$ cat config.mk
export PLATFORM = sky130hd
export DESIGN_NAME = vcps_port
export DESIGN_NICKNAME = d
export VERILOG_FILES = /design/src/hdl/vcps_pkg.sv /design/src/hdl/vcps_frame_watch.sv /design/src/hdl/vcps_port.sv /design/src/hdl/vcps_sync.sv
export VERILOG_INCLUDE_DIRS = /design/src /design/src/hdl
export SDC_FILE = /design/constraint.sdc
export NUM_CORES = 1
export LEC_CHECK = 0
export BUFFER_PORTS_ARGS = -buffer_cell sky130_fd_sc_hd__buf_2
export CORE_MARGIN = 1
export CORE_UTILIZATION = 50
export CTS_CLUSTER_SIZE = 10
export DETAILED_ROUTE_END_ITERATION = 6
export PLACE_DENSITY = 0.76
export SETUP_SLACK_MARGIN = 0.5
export SKIP_LAST_GASP = 1
export SLEW_MARGIN = 10
export SYNTH_ARGS = -nofsm -noshare
export SYNTH_HDL_FRONTEND = slang
export SYNTH_SLANG_ARGS = --single-unit
$ cat constraint.sdc
create_clock -name clk -period 6.86 [get_ports clk]
set_clock_uncertainty 0.1 [all_clocks]
set_input_delay 1.372 -clock clk [delete_from_list [all_inputs] [get_ports clk]]
set_output_delay 1.372 -clock clk [all_outputs]
set_load 0.1 [all_outputs]
$ cat src/hdl/vcps_defines.svh
`ifndef VCPS_DEFINES_SVH
`define VCPS_DEFINES_SVH

// System clock period and master clock watchdog
`define VCPS_CLK_NS          40
`define VCPS_MCLK_STOP_NS    2000
`define VCPS_MCLK_STOP_CYC   ((`VCPS_MCLK_STOP_NS) / (`VCPS_CLK_NS))

// Master clocks per frame sync period
`define VCPS_FRAME_MCLKS     9'h145

// Frames of output quiet time after power-up or clock loss
`define VCPS_WAKE_FRAMES     3'h4

// Word geometry
`define VCPS_LIN_BITS        5'h10
`define VCPS_CMP_BITS        5'h08
`define VCPS_LIN_LAST        4'hF
`define VCPS_CMP_LAST        4'h7
`define VCPS_LIN_PAD_FIRST   4'hD
`define VCPS_PAD_ZERO        3'h0
`define VCPS_CMP_FILL        8'h00
`define VCPS_ZERO_WORD       16'h0000

// Input synchroniser lane positions
`define VCPS_SYNC_W          11
`define VCPS_L_MCLK          0
`define VCPS_L_PWR           1
`define VCPS_L_TXFS          2
`define VCPS_L_RXFS          3
`define VCPS_L_TXBC          4
`define VCPS_L_RXBC          5
`define VCPS_L_DIN           6
`define VCPS_L_LIN           7
`define VCPS_L_MIC           8
`define VCPS_L_QUIET         9
`define VCPS_L_LOUD          10

`endif

$ cat src/hdl/vcps_pkg.sv
package vcps_pkg;

   typedef enum logic [1:0] {
      VCPS_TX_IDLE,
      VCPS_TX_ARMED,
      VCPS_TX_SHIFT
   } vcps_tx_state_e;

   typedef enum logic {
      VCPS_RX_IDLE,
      VCPS_RX_SHIFT
   } vcps_rx_state_e;

   typedef logic [15:0] vcps_word_t;

endpackage

$ cat src/hdl/vcps_frame_watch.sv
`timescale 1ns/1ps
`include "vcps_defines.svh"
module vcps_frame_watch import vcps_pkg::*; (
   input  wire logic clk,
   input  wire logic resetn,
   input  wire logic mclk_rise,
   input  wire logic sig_edge,
   output logic      held_low
);
   logic [8:0] cnt_reg;
   logic [8:0] cnt_next;
   logic       held_reg;
   logic       held_next;
   wire        at_limit = (cnt_reg == `VCPS_FRAME_MCLKS);

   // Stale once a full frame of master clocks passes with no edge
   assign cnt_next  = sig_edge ? 9'h000 :
                      (mclk_rise && !at_limit) ? cnt_reg + 9'h001 : cnt_reg;
   assign held_next = sig_edge ? 1'b0 : (held_reg | (mclk_rise & at_limit));

   always_ff @(posedge clk or negedge resetn) begin
      if (!resetn) begin
         cnt_reg  <= 9'h000;
         held_reg <= 1'b1;
      end else begin
         cnt_reg  <= cnt_next;
         held_reg <= held_next;
      end
   end

   assign held_low = held_reg;
endmodule // vcps_frame_watch

$ cat src/hdl/vcps_port.sv
`timescale 1ns/1ps
`include "vcps_defines.svh"
module vcps_port import vcps_pkg::*; (
   input  wire logic        clk,
   input  wire logic        resetn,
   input  wire logic        master_clk,
   input  wire logic        power_down_n,
   input  wire logic        tx_frame_sync,
   input  wire logic        rx_frame_sync,
   input  wire logic        tx_bit_clock,
   input  wire logic        rx_bit_clock,
   input  wire logic        serial_in,
   input  wire logic        linear_mode,
   input  wire logic        mic_silence_in,
   input  wire logic        tx_level_quiet,
   input  wire logic        tx_level_loud,
   input  wire logic [7:0]  tx_companded_sample_bits,
   input  wire logic [12:0] tx_linear_sample_bits,
   output logic             serial_out,
   output logic             serial_out_oe,
   output logic             tx_slot_strobe_n,
   output logic             tx_slot_strobe_oe,
   output logic             tx_sample_take,
   output logic [7:0]       rx_companded_sample_bits,
   output logic [12:0]      rx_linear_sample_bits,
   output logic [2:0]       rx_attenuation_field,
   output logic [4:0]       rx_attenuation_db,
   output logic             rx_word_valid,
   output logic             tx_standby,
   output logic             rx_standby,
   output logic             variable_timing
);
   // Pin synchronisers
   logic [`VCPS_SYNC_W-1:0] s_lvl;
   logic [`VCPS_SYNC_W-1:0] s_rise;
   logic [`VCPS_SYNC_W-1:0] s_fall;

   vcps_sync #(.W(`VCPS_SYNC_W)) u_sync (
      .clk    (clk),
      .resetn (resetn),
      .din    ({tx_level_loud, tx_level_quiet, mic_silence_in, linear_mode, serial_in,
                rx_bit_clock, tx_bit_clock, rx_frame_sync, tx_frame_sync, power_down_n,
                master_clk}),
      .level  (s_lvl),
      .rise   (s_rise),
      .fall   (s_fall)
   );

   wire mclk_rise = s_rise[`VCPS_L_MCLK];
   wire mclk_fall = s_fall[`VCPS_L_MCLK];
   wire pwr_on    = s_lvl[`VCPS_L_PWR];
   wire txfs_lvl  = s_lvl[`VCPS_L_TXFS];
   wire txfs_rise = s_rise[`VCPS_L_TXFS];
   wire rxfs_lvl  = s_lvl[`VCPS_L_RXFS];
   wire rxfs_rise = s_rise[`VCPS_L_RXFS];
   wire rxfs_fall = s_fall[`VCPS_L_RXFS];
   wire txbc_rise = s_rise[`VCPS_L_TXBC];
   wire txbc_fall = s_fall[`VCPS_L_TXBC];
   wire rxbc_lvl  = s_lvl[`VCPS_L_RXBC];
   wire rxbc_edge = s_rise[`VCPS_L_RXBC] | s_fall[`VCPS_L_RXBC];
   wire rxbc_fall = s_fall[`VCPS_L_RXBC];
   wire din_lvl   = s_lvl[`VCPS_L_DIN];
   wire lin_lvl   = s_lvl[`VCPS_L_LIN];
   wire mic_lvl   = s_lvl[`VCPS_L_MIC];
   wire quiet_lvl = s_lvl[`VCPS_L_QUIET];
   wire loud_lvl  = s_lvl[`VCPS_L_LOUD];

   // Held-low detectors for both syncs, and a no-edge detector for the receive bit clock
   logic tx_held;
   logic rx_held;
   logic rxbc_still;

   vcps_frame_watch u_txfs_watch (
      .clk       (clk),
      .resetn    (resetn),
      .mclk_rise (mclk_rise),
      .sig_edge  (txfs_rise),
      .held_low  (tx_held)
   );
   vcps_frame_watch u_rxfs_watch (
      .clk       (clk),
      .resetn    (resetn),
      .mclk_rise (mclk_rise),
      .sig_edge  (rxfs_rise),
      .held_low  (rx_held)
   );
   vcps_frame_watch u_rxbc_watch (
      .clk       (clk),
      .resetn    (resetn),
      .mclk_rise (mclk_rise),
      .sig_edge  (rxbc_edge),
      .held_low  (rxbc_still)
   );

   // Bit clock parked high for a whole frame means fixed timing
   wire fixed_mode = rxbc_lvl & rxbc_still;

   // Master clock loss and start-up quiet time
   logic [5:0] stop_cnt_reg;
   logic [5:0] stop_cnt_next;
   logic [2:0] wake_cnt_reg;
   logic [2:0] wake_cnt_next;
   logic       mquiet_reg;
   logic       mquiet_next;
   logic       hush_reg;
   logic       hush_next;
   logic       vt_reg;

   wire mclk_stopped = (stop_cnt_reg == 6'(`VCPS_MCLK_STOP_CYC));
   wire wake_done    = (wake_cnt_reg == `VCPS_WAKE_FRAMES);
   wire live         = pwr_on & ~mclk_stopped;

   assign stop_cnt_next = (mclk_rise | mclk_fall) ? 6'h00 :
                          mclk_stopped ? stop_cnt_reg : stop_cnt_reg + 6'h01;
   assign wake_cnt_next = !live ? 3'h0 :
                          ((txfs_rise | rxfs_rise) && !wake_done) ? wake_cnt_reg + 3'h1 :
                          wake_cnt_reg;

   // Noise-floor mute with hysteresis: quiet sets, loud clears
   assign mquiet_next = quiet_lvl ? 1'b1 : (loud_lvl ? 1'b0 : mquiet_reg);

   wire tx_on = live & wake_done & ~tx_held;
   wire rx_on = live & ~rx_held;

   // Transmit path
   vcps_tx_state_e tx_st_reg;
   vcps_tx_state_e tx_st_next;
   vcps_word_t     tx_word_reg;
   vcps_word_t     tx_word_next;
   logic [3:0]     tx_idx_reg;
   logic [3:0]     tx_idx_next;
   logic           tx_lin_reg;
   logic           tx_lin_next;
   logic           tx_seen_fall_reg;
   logic           tx_seen_fall_next;
   logic           sout_reg;
   logic           sout_next;
   logic           soe_reg;
   logic           soe_next;
   logic           strb_reg;
   logic           strb_next;
   logic           strb_oe_reg;
   logic           take_reg;

   // Zero code replaces the sample when muted
   wire        tx_mute    = mic_lvl | (~lin_lvl & mquiet_reg);
   wire [15:0] tx_fresh   = tx_mute ? `VCPS_ZERO_WORD :
                            lin_lvl ? {tx_linear_sample_bits, `VCPS_PAD_ZERO} :
                            {tx_companded_sample_bits, `VCPS_CMP_FILL};
   wire        tx_load    = tx_on & txfs_rise;
   wire [3:0]  tx_last    = tx_lin_reg ? `VCPS_LIN_LAST : `VCPS_CMP_LAST;
   wire        tx_at_last = (tx_idx_reg == tx_last);
   wire [3:0]  tx_wrap    = tx_at_last ? 4'h0 : tx_idx_reg + 4'h1;
   // Bit index counts from the sign bit down
   wire        tx_bit_now = tx_word_reg[~tx_idx_reg];
   wire        tx_bit_adv = tx_word_reg[~tx_wrap];

   always_comb begin
      tx_st_next        = tx_st_reg;
      tx_word_next      = tx_word_reg;
      tx_idx_next       = tx_idx_reg;
      tx_lin_next       = tx_lin_reg;
      tx_seen_fall_next = tx_seen_fall_reg;
      sout_next         = sout_reg;
      soe_next          = soe_reg;
      strb_next         = 1'b1;
      if (!tx_on) begin
         tx_st_next = VCPS_TX_IDLE;
         soe_next   = 1'b0;
      end else if (tx_load) begin
         tx_word_next      = tx_fresh;
         tx_lin_next       = lin_lvl;
         tx_idx_next       = 4'h0;
         tx_seen_fall_next = 1'b0;
         if (fixed_mode) begin
            tx_st_next = VCPS_TX_ARMED;
         end else begin
            tx_st_next = VCPS_TX_SHIFT;
            sout_next  = tx_fresh[15];
            soe_next   = 1'b1;
         end
      end else if (fixed_mode) begin
         case (tx_st_reg)
            VCPS_TX_ARMED: begin
               if (mclk_rise) begin
                  tx_st_next = VCPS_TX_SHIFT;
                  sout_next  = tx_bit_now;
                  soe_next   = 1'b1;
                  strb_next  = 1'b0;
               end
            end
            VCPS_TX_SHIFT: begin
               strb_next = 1'b0;
               if (mclk_fall && tx_at_last) begin
                  tx_st_next = VCPS_TX_IDLE;
                  soe_next   = 1'b0;
                  strb_next  = 1'b1;
               end else if (mclk_rise && !tx_at_last) begin
                  tx_idx_next = tx_wrap;
                  sout_next   = tx_bit_adv;
               end
            end
            default: soe_next = 1'b0;
         endcase
      end else begin
         case (tx_st_reg)
            VCPS_TX_SHIFT: begin
               if (!txfs_lvl) begin
                  tx_st_next = VCPS_TX_IDLE;
                  soe_next   = 1'b0;
               end else begin
                  if (txbc_fall) begin
                     tx_seen_fall_next = 1'b1;
                  end
                  // The rise that comes with the sync does not advance
                  if (txbc_rise && tx_seen_fall_reg) begin
                     tx_idx_next = tx_wrap;
                     sout_next   = tx_bit_adv;
                  end
               end
            end
            default: begin
               tx_st_next = VCPS_TX_IDLE;
               soe_next   = 1'b0;
            end
         endcase
      end
   end

   // Receive path
   vcps_rx_state_e rx_st_reg;
   vcps_rx_state_e rx_st_next;
   vcps_word_t     rx_sh_reg;
   vcps_word_t     rx_sh_next;
   logic [4:0]     rx_cnt_reg;
   logic [4:0]     rx_cnt_next;
   logic           rx_lin_reg;
   logic           rx_lin_next;
   logic [7:0]     rx_cmp_reg;
   logic [12:0]    rx_lpcm_reg;
   logic [2:0]     rx_att_reg;
   logic [4:0]     rx_db_reg;
   logic           rx_val_reg;
   logic           rx_pub_lin;
   logic           rx_pub_cmp;

   wire        rx_sample = fixed_mode ? mclk_fall : (rxbc_fall & rxfs_lvl);
   wire [15:0] rx_shifted = {rx_sh_reg[14:0], din_lvl};
   wire [4:0]  rx_need    = rx_lin_reg ? `VCPS_LIN_BITS : `VCPS_CMP_BITS;
   wire        rx_full    = ((rx_cnt_reg + 5'h01) == rx_need);
   // Companded words in variable timing are the last eight bits
   wire        rx_var_end = ~fixed_mode & ~rx_lin_reg & rxfs_fall &
                            (rx_cnt_reg >= `VCPS_CMP_BITS);

   always_comb begin
      rx_st_next  = rx_st_reg;
      rx_sh_next  = rx_sh_reg;
      rx_cnt_next = rx_cnt_reg;
      rx_lin_next = rx_lin_reg;
      rx_pub_lin  = 1'b0;
      rx_pub_cmp  = 1'b0;
      if (!rx_on) begin
         rx_st_next = VCPS_RX_IDLE;
      end else if (rxfs_rise) begin
         rx_st_next  = VCPS_RX_SHIFT;
         rx_cnt_next = 5'h00;
         rx_lin_next = lin_lvl;
      end else begin
         case (rx_st_reg)
            VCPS_RX_SHIFT: begin
               if (rx_var_end) begin
                  rx_st_next = VCPS_RX_IDLE;
                  rx_pub_cmp = 1'b1;
               end else if (rx_sample) begin
                  rx_sh_next  = rx_shifted;
                  rx_cnt_next = rx_full ? rx_cnt_reg : rx_cnt_reg + 5'h01;
                  if (rx_lin_reg && rx_full) begin
                     rx_st_next = VCPS_RX_IDLE;
                     rx_pub_lin = 1'b1;
                  end else if (!rx_lin_reg && fixed_mode && rx_full) begin
                     rx_st_next = VCPS_RX_IDLE;
                     rx_pub_cmp = 1'b1;
                  end else if (!rx_lin_reg && !fixed_mode) begin
                     rx_cnt_next = rx_cnt_reg + 5'h01;
                  end
               end else if (!fixed_mode && !rxfs_lvl) begin
                  rx_st_next = VCPS_RX_IDLE;
               end
            end
            default: rx_st_next = VCPS_RX_IDLE;
         endcase
      end
   end

   wire [7:0] rx_cmp_word = fixed_mode ? rx_shifted[7:0] : rx_sh_reg[7:0];
   // Attenuation in dB is three times the field
   wire [4:0] rx_db_calc  = {rx_shifted[2:0], 1'b0} + {2'b00, rx_shifted[2:0]};

   always_ff @(posedge clk or negedge resetn) begin
      if (!resetn) begin
         stop_cnt_reg <= 6'h00;
         wake_cnt_reg <= 3'h0;
         mquiet_reg   <= 1'b0;
         hush_reg     <= 1'b1;
         vt_reg       <= 1'b0;
      end else begin
         stop_cnt_reg <= stop_cnt_next;
         wake_cnt_reg <= wake_cnt_next;
         mquiet_reg   <= mquiet_next;
         hush_reg     <= hush_next;
         vt_reg       <= ~fixed_mode;
      end
   end
   assign hush_next = ~tx_on;

   always_ff @(posedge clk or negedge resetn) begin
      if (!resetn) begin
         tx_st_reg        <= VCPS_TX_IDLE;
         tx_word_reg      <= `VCPS_ZERO_WORD;
         tx_idx_reg       <= 4'h0;
         tx_lin_reg       <= 1'b0;
         tx_seen_fall_reg <= 1'b0;
         sout_reg         <= 1'b0;
         soe_reg          <= 1'b0;
         strb_reg         <= 1'b1;
         strb_oe_reg      <= 1'b0;
         take_reg         <= 1'b0;
      end else begin
         tx_st_reg        <= tx_st_next;
         tx_word_reg      <= tx_word_next;
         tx_idx_reg       <= tx_idx_next;
         tx_lin_reg       <= tx_lin_next;
         tx_seen_fall_reg <= tx_seen_fall_next;
         sout_reg         <= sout_next;
         soe_reg          <= soe_next;
         strb_reg         <= strb_next;
         strb_oe_reg      <= tx_on;
         take_reg         <= tx_load;
      end
   end

   always_ff @(posedge clk or negedge resetn) begin
      if (!resetn) begin
         rx_st_reg   <= VCPS_RX_IDLE;
         rx_sh_reg   <= `VCPS_ZERO_WORD;
         rx_cnt_reg  <= 5'h00;
         rx_lin_reg  <= 1'b0;
         rx_cmp_reg  <= 8'h00;
         rx_lpcm_reg <= 13'h0000;
         rx_att_reg  <= 3'h0;
         rx_db_reg   <= 5'h00;
         rx_val_reg  <= 1'b0;
      end else begin
         rx_st_reg   <= rx_st_next;
         rx_sh_reg   <= rx_sh_next;
         rx_cnt_reg  <= rx_cnt_next;
         rx_lin_reg  <= rx_lin_next;
         rx_val_reg  <= rx_pub_lin | rx_pub_cmp;
         if (rx_pub_cmp) begin
            rx_cmp_reg <= rx_cmp_word;
         end
         // Volume taken fresh from every linear word
         if (rx_pub_lin) begin
            rx_lpcm_reg <= rx_shifted[15:3];
            rx_att_reg  <= rx_shifted[2:0];
            rx_db_reg   <= rx_db_calc;
         end
      end
   end

   assign serial_out               = sout_reg;
   assign serial_out_oe            = soe_reg;
   assign tx_slot_strobe_n         = strb_reg;
   assign tx_slot_strobe_oe        = strb_oe_reg;
   assign tx_sample_take           = take_reg;
   assign rx_companded_sample_bits = rx_cmp_reg;
   assign rx_linear_sample_bits    = rx_lpcm_reg;
   assign rx_attenuation_field     = rx_att_reg;
   assign rx_attenuation_db        = rx_db_reg;
   assign rx_word_valid            = rx_val_reg;
   assign tx_standby               = hush_reg;
   assign rx_standby               = rx_held;
   assign variable_timing          = vt_reg;
endmodule // vcps_port

$ cat src/hdl/vcps_sync.sv
`timescale 1ns/1ps
module vcps_sync import vcps_pkg::*; #(
   parameter int W = 1
) (
   input  wire logic         clk,
   input  wire logic         resetn,
   input  wire logic [W-1:0] din,
   output logic      [W-1:0] level,
   output logic      [W-1:0] rise,
   output logic      [W-1:0] fall
);
   logic [W-1:0] meta_reg;
   logic [W-1:0] level_reg;
   logic [W-1:0] last_reg;

   genvar i;
   generate
      for (i = 0; i < W; i++) begin : g_lane
         always_ff @(posedge clk or negedge resetn) begin
            if (!resetn) begin
               meta_reg[i]  <= 1'b0;
               level_reg[i] <= 1'b0;
               last_reg[i]  <= 1'b0;
            end else begin
               meta_reg[i]  <= din[i];
               level_reg[i] <= meta_reg[i];
               last_reg[i]  <= level_reg[i];
            end
         end
         // Edges only from the second and third stage
         assign rise[i] = level_reg[i] & ~last_reg[i];
         assign fall[i] = ~level_reg[i] & last_reg[i];
      end
   endgenerate

   assign level = level_reg;
endmodule // vcps_sync

==> results.py <==
metrics = {
    "clocking": {
        "cts_sinks": 146,
        "insertion_delay_ns": 0.43,
        "tritoncts": "done",
        "cts_buffers": 17,
        "h-tree-depth": 4,
        "cts.clk_slew.worst_paths_ns": 0.06,
        "cts_root_buf": "clkbuf_16",
        "cts_setup_buffers": 0,
        "cts.repair.resized": 0,
        "cts_hold_buf": 0,
        "cts_buffer_depth": 2,
    },
    "routing": {
        "vias": 4939,
        "drt_wl_total_um": 14600,
        "vias_per_cell": 5.65,
        "drt_iter0_markers": 354,
        "ant_nets": 0,
        "drt_pass1_iterations": 5,
        "drc_errors": 0,
        "routedWlPerCell_um": 16.7,
    },
    "yosys": {
        "yosysSeqAreaShare": 0.527,
        "synthDistinctLibCells": 72,
        "synth-main-ff-cell": "dfrtp_1",
        "synth-edff-count": 0,
        "syn_nets": 674,
        "synth-seq-cells": 146,
        "syn_inst": 619,
        "syn_area_um2": 6950,
        "synth_top_area_frac": 0.508,
        "synth_area_leaders": "dfrtp_1 (51%), mux2_2 (5.7%), mux2i_1 (3.7%), ha_1 (3.6%), nand2_1 (2.8%)",
        "synthArstFlopShare": 1.00,
        "yosys_warnings": 0,
        "synth_area_leader_cell": "dfrtp_1",
        "synth.avg_cell_area_um2": 11.2,
    },
    "global_routing": {
        "grt_max_degree": 99,
        "grt_use_total": 0.218,
        "antenna_found_initial": 0,
        "first_global_vias": 4999,
        "grt_remaining_overflow": 0,
        "grt_pass1_wl_um": 24400,
    },
    "power_and_ir_drop": {
        "power_density_nw_per_um2": 243,
        "p_total_uw": 1940,
        "peakVddDrop_uv": 179,
        "leakage_uw": 0.00377,
    },
    "timing": {
        "fin_tns_setup_ns": 0,
        "worst_pin_slew_ns": 1.13,
        "finalWorstPathRequiredPeriod_ns": 3.71,
        "relSlewSlack": 0.243,
        "rsz0062_at_grt": "no",
        "final-max-slew-violation-count": 0,
        "fmax_ghz": 0.269,
        "setup_violations": 0,
        "hold_violations": 0,
        "period_share": 0.541,
    },
    "floorplan": {
        "pin_count": 72,
        "fp.dieW_um": 120,
        "num_rows": 42,
        "die_area_um2": 14400,
        "start_util": 0.519,
        "fp.coreArea_um2": 13400,
        "die_h_um": 120,
    },
    "worst_setup_path": {
        "arrival_ns": 3.91,
        "crit_path_start_kind": "register",
        "worstPathRequired_ns": 7.06,
        "crit_fanout": 22,
        "end_kind": "register",
        "critical_path_class": "register to register",
        "r2r_slack_ns": 3.15,
    },
    "final_layout": {
        "areaGrowthSynthToFinish_pct": 14.5,
        "largest_register_ffs": 15,
        "n_antenna_cell": 0,
        "nNetsFinal": 740,
        "drive_gt1_frac": 0.229,
    },
    "hold_path": {
        "hp-class": "register to register",
    },
    "flow_run": {
        "maxCapViolations": 0,
    },
    "placement": {
        "io_buffers": 71,
        "place_hpwl_um": 9590,
        "gp_congestion": 0.841,
    },
    "outcome": {
        "status": "finished clean",
    },
}
==> cell usage in the layout (no fill, tap or decap), drive strengths merged, types with 9 or more instances in the layout <==
master and instances:
a31oi 14, inv 35, nand4 12, nor2 49
o21ai 17, dfrtp 141, and2 13, nand3 21
xor2 15, clkbuf 19, nand2b 9, nand2 52
mux2i 26, ha 20, o31ai 11, mux2 35
xnor2 16, a21oi 26, buf 74
==> per-stage QoR <==
| step | setup WS [ns] | std cells | utilization | area (µm²) | hold WS [ns] |
|---|---|---|---|---|---|
| after floorplan | 4.05 | 619 | - | 6950 | 0.231 |
| after global placement | 3.31 | 842 | 0.552 | 7400 | 0.234 |
| after detailed placement | 3.11 | 842 | 0.552 | 7400 | 0.236 |
| after CTS | 3.11 | 874 | 0.594 | 7960 | 0.251 |
| final | 3.15 | 874 | 0.594 | 7960 | 0.248 |
| after global routing | 2.89 | 874 | 0.594 | 7960 | 0.258 |
==> report_power, final <==
part	leakage, µW	switching [µW]	internal (µW)	total (µW)
Clock	0.000267	383	505	888
Combinational	0.00164	69.5	48.0	117
Sequential	0.00187	36.5	893	930
Total	0.00377	489	1450	1940
==> layer usage <==
layer	up-vias	part of all wire	GRT usage	wire length [µm]
li1	2319	-	-	-
met1	2457	0.45	0.285	6560
met2	146	0.49	0.354	7110
met3	17	0.051	0.0570	747
met4	0	0.011	0.0703	165
met5	-	0	0	0
==> worst paths after layout <==
check | startpoint | end | depth (start not counted)
min | u_sync.meta_reg[6] | u_sync.level[6] | 0
max reg2reg | u_sync.level[5] | rx_attenuation_field[1] | 7
min in group asynchronous | resetn | u_txfs_watch.cnt_reg[3] | 1
min reg2reg | u_sync.meta_reg[6] | u_sync.level[6] | 0
max in group asynchronous | resetn | u_rxbc_watch.cnt_reg[8] | 2
max | u_sync.level[5] | rx_attenuation_field[1] | 7
==> synth_stat cells, types with 3 or more instances <==
cell and count:
xnor2_1 16, clkbuf_1 14, a21o_1 7, o31ai_1 11, a21oi_1 26, nand4_1 12, and2_1 11, nand2b_1 9
nor2b_1 4, and3_1 4, nand3_1 21, ha_1 20, nand3b_1 3, mux2_2 35, inv_1 30, dfrtp_1 141
nand2_1 51, buf_2 6, o21ai_0 15, a211oi_1 7, clkbuf_8 3, xor2_1 15, mux2i_1 26, or3_1 3
nor3_1 4, dfstp_2 5, nor2_1 49, a31oi_1 14
==> critical path, cell delays in order, from the launching register on <==
cell	delay [ns]
dfrtp_1	0.41
and2_2	0.35
inv_1	0.38
a31oi_1	0.23
nor4b_4	0.24
buf_4	0.30
nand4_1	0.93
mux2_2	0.64
==> cells by family (layout without fill, tap and decap cells) <==
logic type | count (synthesis) | count (layout) | share of synthesized area
and+or+nand+nor | 190 | 190 | 0.140
DFF | 146 | 146 | 0.527
AOI/OAI and AO/OA | 110 | 110 | 0.115
muxes | 63 | 63 | 0.101
buffers and inverters | 58 | 137 | 0.0400
xor gates and xnor gates | 31 | 31 | 0.0391
adders and majority gates | 21 | 21 | 0.0389
==> layout make-up <==
type	instances	area, µm²
fillers	1072	5440
flip-flops and latches	146	3660
multi-input cells	415	3020
clock buffers	19	433
repair buffers	74	384
well taps	176	220
clock inverters	13	126
inverters	31	116
Note: power is estimated with default switching activity, not from simulation.
